$ cat config.mk
export PLATFORM = sky130hd
export DESIGN_NAME = dbm_cycle_ctrl
export DESIGN_NICKNAME = d
export VERILOG_FILES = /design/src/dbm_pkg.sv /design/src/dbm_cycle_ctrl.sv /design/src/dbm_rdy_sample.sv
export SDC_FILE = /design/constraint.sdc
export NUM_CORES = 1
export LEC_CHECK = 0
export BUFFER_PORTS_ARGS = -buffer_cell sky130_fd_sc_hd__buf_2
export CAP_MARGIN = 20
export CELL_PAD_IN_SITES_DETAIL_PLACEMENT = 2
export CELL_PAD_IN_SITES_GLOBAL_PLACEMENT = 2
export CORE_ASPECT_RATIO = 0.5
export CORE_MARGIN = 2
export CORE_UTILIZATION = 31
export DETAILED_ROUTE_END_ITERATION = 16
export PLACE_DENSITY_LB_ADDON = 0.1
export SYNTH_ARGS = -nofsm -noshare
export SYNTH_HDL_FRONTEND = slang
export SYNTH_SLANG_ARGS = --single-unit
$ cat constraint.sdc
create_clock -name mclk -period 4.2 [get_ports mclk]
set_input_delay 0.84 -clock mclk [delete_from_list [all_inputs] [get_ports mclk]]
set_output_delay 0.84 -clock mclk [all_outputs]
set_load 0.05 [all_outputs]
$ cat src/dbm_pkg.sv
// Shared constants and types of the bus master cycle sequencer.
// Assumes a 20 MHz mclk that is also the bus clock.
package dbm_pkg;
	localparam int unsigned ADDR_W_DEF  = 32;
	localparam int unsigned DATA_W_DEF  = 32;
	localparam int unsigned RST_MIN_CLK = 10;

	typedef enum logic [3:0] {
		DBM_IDLE = 4'h1,
		DBM_T1   = 4'h2,
		DBM_T2   = 4'h4,
		DBM_TI   = 4'h8
	} dbm_state_t;
endpackage

$ cat src/dbm_cycle_ctrl.sv
// Bus master cycle sequencer, address-strobe bus style.
// Assumes mclk is the bus clock and the requester holds a request until taken.
// How it works
// RULE1: System holds reset ten slow clocks minimum.
// RULE2: Data strobe only in cycles with waits.
// RULE3: One idle clock between descriptor write, read.
// RULE4: Release data bus after that idle.
// RULE5: Direction output holds across same-kind cycles.
// RULE6: Async ready sampled on falling edge, synchronised.
// RULE7: Async ready seen low ends cycle next.
// RULE8: Ready in T1 gives two clocks; T2 three.
// RULE9: Repeat wait state until ready sampled low.
`timescale 1ns/10ps
`default_nettype none
module dbm_cycle_ctrl #(
	parameter int unsigned ADDR_W = dbm_pkg::ADDR_W_DEF,
	parameter int unsigned DATA_W = dbm_pkg::DATA_W_DEF
) (
	input  wire logic              mclk,
	input  wire logic              rst,
	input  wire logic              async_ready_mode,
	input  wire logic              req_valid,
	output var  logic              req_ready,
	input  wire logic              req_write,
	input  wire logic              req_desc,
	input  wire logic [ADDR_W-1:0] req_addr,
	input  wire logic [DATA_W-1:0] req_wdata,
	output var  logic              done,
	output var  logic [DATA_W-1:0] rd_data,
	output var  logic [ADDR_W-1:0] mem_addr,
	output var  logic              address_strobe_n,
	output var  logic              early_cycle_start_n,
	output var  logic              data_strobe_n,
	output var  logic              write_not_read,
	input  wire logic              memory_ready_in_n,
	output var  logic [DATA_W-1:0] data_out,
	output var  logic              data_oe_n,
	input  wire logic [DATA_W-1:0] data_in
);
	initial begin
		if (ADDR_W < 1 || DATA_W < 1) begin
			$error("dbm_cycle_ctrl: widths must be positive");
		end
	end

	typedef struct packed {
		dbm_pkg::dbm_state_t st;
		logic [ADDR_W-1:0]   addr;
		logic [DATA_W-1:0]   wdata;
		logic [DATA_W-1:0]   rdata;
		logic                wnr;
		logic                pend_wr;
		logic                last_wr_desc;
		logic                as_n;
		logic                ecs_n;
		logic                ds_n;
		logic                oe_n;
		logic                done;
	} dbm_regs_t;

	dbm_regs_t cur_ff;
	dbm_regs_t nxt_cur;
	logic      rdy_sync_n;
	logic      rdy_seen;

	dbm_rdy_sample u_rdy (
		.mclk      (mclk),
		.rst       (rst),
		.rdy_pin_n (memory_ready_in_n),
		.rdy_sync_n(rdy_sync_n)
	);

	// Async ready goes through the sampler; sync ready is already aligned
	assign rdy_seen  = async_ready_mode ? ~rdy_sync_n : ~memory_ready_in_n; // [RULE6] [RULE7]
	assign req_ready = (cur_ff.st == dbm_pkg::DBM_IDLE);

	always_comb begin
		nxt_cur      = cur_ff;
		nxt_cur.done = 1'b0;
		unique case (cur_ff.st)
			dbm_pkg::DBM_IDLE: begin
				if (req_valid) begin
					nxt_cur.addr    = req_addr;
					nxt_cur.pend_wr = req_write;
					if (req_write) begin
						nxt_cur.wdata = req_wdata;
					end
					if (cur_ff.last_wr_desc && req_desc && !req_write) begin
						// Write data stays on the bus through the idle clock
						nxt_cur.st = dbm_pkg::DBM_TI; // [RULE3]
					end else begin
						nxt_cur.st    = dbm_pkg::DBM_T1;
						nxt_cur.as_n  = 1'b0;
						nxt_cur.ecs_n = 1'b0;
						nxt_cur.wnr   = req_write; // [RULE5]
						nxt_cur.oe_n  = ~req_write;
					end
					nxt_cur.last_wr_desc = req_write && req_desc;
				end else begin
					nxt_cur.oe_n = 1'b1;
				end
			end
			dbm_pkg::DBM_TI: begin
				nxt_cur.st    = dbm_pkg::DBM_T1;
				nxt_cur.oe_n  = 1'b1; // [RULE4]
				nxt_cur.as_n  = 1'b0;
				nxt_cur.ecs_n = 1'b0;
				nxt_cur.wnr   = cur_ff.pend_wr; // [RULE5]
			end
			dbm_pkg::DBM_T1: begin
				nxt_cur.st    = dbm_pkg::DBM_T2;
				nxt_cur.as_n  = 1'b1;
				nxt_cur.ecs_n = 1'b1;
			end
			dbm_pkg::DBM_T2: begin
				if (rdy_seen) begin
					nxt_cur.st   = dbm_pkg::DBM_IDLE; // [RULE7] [RULE8]
					nxt_cur.done = 1'b1;
					nxt_cur.ds_n = 1'b1;
					if (!cur_ff.wnr) begin
						nxt_cur.rdata = data_in;
					end
				end else begin
					// Wait state: address, address strobe and direction held; data strobe driven low
					nxt_cur.st   = dbm_pkg::DBM_T2; // [RULE9]
					nxt_cur.ds_n = 1'b0; // [RULE2]
				end
			end
			default: begin
				nxt_cur.st = dbm_pkg::DBM_IDLE;
			end
		endcase
	end

	always_ff @(posedge mclk or posedge rst) begin
		if (rst) begin
			cur_ff <= '{st: dbm_pkg::DBM_IDLE, addr: '0, wdata: '0, rdata: '0, wnr: 1'b0,
				pend_wr: 1'b0, last_wr_desc: 1'b0, as_n: 1'b1, ecs_n: 1'b1,
				ds_n: 1'b1, oe_n: 1'b1, done: 1'b0};
		end else begin
			cur_ff <= nxt_cur;
		end
	end

	assign done                = cur_ff.done;
	assign rd_data             = cur_ff.rdata;
	assign mem_addr            = cur_ff.addr;
	assign address_strobe_n    = cur_ff.as_n;
	assign early_cycle_start_n = cur_ff.ecs_n;
	assign data_strobe_n       = cur_ff.ds_n;
	assign write_not_read      = cur_ff.wnr;
	assign data_out            = cur_ff.wdata;
	assign data_oe_n           = cur_ff.oe_n;
endmodule
`default_nettype wire

$ cat src/dbm_rdy_sample.sv
// Ready sampler: falling edge capture, then rising edge re-time.
// Assumes the ready pin is asynchronous to mclk.
`timescale 1ns/10ps
`default_nettype none
module dbm_rdy_sample (
	input  wire logic mclk,
	input  wire logic rst,
	input  wire logic rdy_pin_n,
	output var  logic rdy_sync_n
);
	logic fall_ff;

	// First stage on the falling edge, read only by the second stage
	always_ff @(negedge mclk or posedge rst) begin
		if (rst) begin
			fall_ff <= 1'b1;
		end else begin
			fall_ff <= rdy_pin_n;
		end
	end

	always_ff @(posedge mclk or posedge rst) begin
		if (rst) begin
			rdy_sync_n <= 1'b1;
		end else begin
			rdy_sync_n <= fall_ff;
		end
	end
endmodule
`default_nettype wire

==> flow_metrics.py <==
metrics = {
    "cells_and_area": {
        "final_cell_mix": "205 x buf_2, 103 x dfrtp_1, 68 x mux2_2",
        "mostFrequentLayoutCell": "buf_2",
        "fill_cells": 1642,
        "drive_above_1_share": 0.6830,
        "area.growth.synth_to_final_pct": 14.49,
        "fin_nets": 568,
    },
    "global_routing": {
        "grt_max_degree": 66,
        "grt_usage": 0.1318,
        "grt-ovfl-total": 0,
        "grt_pass1_wl_mm": 17.22,
        "grt_pass1_vias": 3201,
        "antenna_found_initial": 2,
    },
    "floorplanning": {
        "die_height_um": 93.88,
        "core_um2": 15620,
        "rows": 32,
        "ios": 206,
        "start_util": 0.3208,
        "dieArea_um2": 17250,
        "die_x_um": 183.8,
    },
    "placed_design": {
        "hpwl_mm": 8.016,
        "port_buffers": 205,
        "gp_congestion": 0.6631,
    },
    "detailed_routing": {
        "drcViolationCount": 0,
        "viasPerCell": 4.314,
        "first_pass_iters": 3,
        "drt_wl_total_mm": 11.09,
        "drt_iter0_markers": 94,
        "ant_nets": 0,
        "wl_per_cell_um": 16.43,
        "vias": 2912,
    },
    "setup_path": {
        "cp-end-kind": "flip-flop",
        "r2r_setup_slack_ns": 1.50,
        "path_cells": "buf_2",
        "worst_r2r_path_depth": 0,
        "crit_path_max_fanout": 2,
        "cp_num_buf_inv": 1,
        "crit_path_top_delay_cell": "buf_2",
        "startpoint_type": "input port",
        "cp_top_family": "buffers and inverters",
        "worstPathArrival_ns": 0.94,
        "worstSetupPathType": "input port to flip-flop",
        "r2r_end": "u_rdy.rdy_sync_n$_DFF_PP1_",
        "r2r-start": "u_rdy.fall_ff$_DFF_NP1_",
        "max_stage_delay_ns": 0.10,
        "crit_required_ns": 2.42,
    },
    "synth": {
        "ys.warnings.count": 0,
        "synthCells": 353,
        "synthesis.area_um2": 5009,
        "syn_nets": 456,
        "synth_seq_cells": 109,
        "syn_avg_cell_area_um2": 14.19,
        "ys_types": 32,
        "ys_seq_area_frac": 0.5461,
    },
    "cts": {
        "cts_sinks": 109,
        "cts.clk_slew.worst_paths_ns": 0.07,
        "clock_path_buffers": 2,
        "cts_hold_buf": 0,
        "post_cts_buffers": 0,
        "clk_latency_ns": 0.39,
        "cts_tree": "yes",
        "cts-root-buf": "clkbuf_16",
        "cts_resized": 0,
        "cts-htree-levels": 3,
        "cts_buffers": 9,
    },
    "sta": {
        "tightest_slew_ns": 0.8543,
        "max_freq_mhz": 371.8,
        "report.final.slew_viol_count": 0,
        "rsz0062_at_grt": "no",
        "period_minus_slack_ns": 2.721,
        "fin_setup_tns_ns": 0,
        "finalCritPeriodShare": 0.6478,
        "setup_viol": 0,
        "fin_skew_ns": 0.05113,
        "relSlewSlack": 0.4305,
        "hold_viol": 0,
    },
    "run": {
        "cap_violations": 0,
    },
    "min_path": {
        "whs_path_depth": 2,
        "min_to": "data_oe_n$_DFFE_PP1P_",
        "min_path_type": "flip-flop to flip-flop",
        "worstHoldStart": "data_oe_n$_DFFE_PP1P_",
    },
    "outcome": {
        "status": "finished clean",
    },
}
layer usage:
metal	global-route usage	vias to the layer above	routed length [um]
met5	0	-	0
met1	0.1577	1479	4681
li1	-	1313	-
met2	0.2129	112	5192
met3	0.06899	8	1126
met4	0.02600	0	89
worst max path at each step:
stage,from,end,slack (ns),cells after the start
after detailed placement,memory_ready_in_n,u_rdy.fall_ff$_DFF_NP1_,1.08,1
after CTS,cur_ff[104]$_DFFE_PP1P_,req_ready,1.49,3
after global routing,cur_ff[104]$_DFFE_PP1P_,req_ready,1.45,3
final,memory_ready_in_n,u_rdy.fall_ff$_DFF_NP1_,1.48,1
after floorplan,rst,u_rdy.fall_ff$_DFF_NP1_,0.23,1
after global placement,memory_ready_in_n,u_rdy.fall_ff$_DFF_NP1_,1.08,1
cells by family (layout without fill, tap and decap cells):
| family | after synthesis | count (layout) | synth area share |
|---|---|---|---|
| compound gates | 14 | 14 | 0.01849 |
| xor+xnor | 1 | 1 | 0.001749 |
| buf+inv | 114 | 231 | 0.1734 |
| flops | 109 | 109 | 0.5461 |
| mux | 97 | 97 | 0.2331 |
| other cells | 0 | 1 | 0 |
| simple gates | 18 | 18 | 0.02723 |
synth_stat cells, drive strengths merged:
library cell / count / area, um2
buf: 107 / 840.8
dfrtp: 103 / 2577
mux2: 97 / 1167
dfstp: 6 / 157.7
inv: 6 / 22.52
o21ai: 5 / 25.02
nand2: 4 / 22.52
or4b: 4 / 43.79
nor2: 3 / 11.26
a21o: 2 / 15.01
a21oi: 2 / 10.01
and3: 2 / 17.52
nor2b: 2 / 12.51
a211oi: 1 / 7.510
clkinv: 1 / 5.000
nand3: 1 / 5.000
nand3b: 1 / 7.510
nor3: 1 / 16.27
o21a: 1 / 7.510
o311ai: 1 / 8.760
o31a: 1 / 8.760
o32a: 1 / 10.01
xor2: 1 / 8.760
per-stage QoR:
step | cells | area, um2 | setup WS (ns) | utilization | hold slack, ns
detailed placement | 658 | 5475 | 1.077 | 0.3506 | 0.4558
floorplan | 353 | 5012 | 0.2323 | - | 0.4503
global placement | 658 | 5475 | 1.080 | 0.3506 | 0.4498
finish | 675 | 5734 | 1.479 | 0.3672 | 0.4657
global route | 675 | 5734 | 1.448 | 0.3672 | 0.4968
CTS | 674 | 5732 | 1.495 | 0.3671 | 0.4680
flip-flops by register name, indices dropped and copies added, names as in the netlist:
name              flops
rd_data              32
data_out             32
mem_addr             32
u_rdy.fall_ff         1
data_oe_n             1
data_strobe_n         1
cur_ff                6
address_strobe_n      1
write_not_read        1
u_rdy.rdy_sync_n      1
done                  1
area by class of cell:
| cell class | count | area, um2 | share of cell area |
|---|---|---|---|
| antenna | 1 | 2.502 | 0.0004364 |
| clock buffer | 14 | 244.0 | 0.04255 |
| clock inverter | 3 | 16.27 | 0.002837 |
| tap | 204 | 255.2 | 0.04451 |
| multi-input combinational | 130 | 1405 | 0.2450 |
| sequential | 109 | 2735 | 0.4770 |
| timing repair buffer | 208 | 1049 | 0.1829 |
| inverter | 6 | 27.53 | 0.004800 |
Power is left out: the tool's default activity adds up to more than one toggle a clock period on the data nets, which glitch-free logic cannot reach.
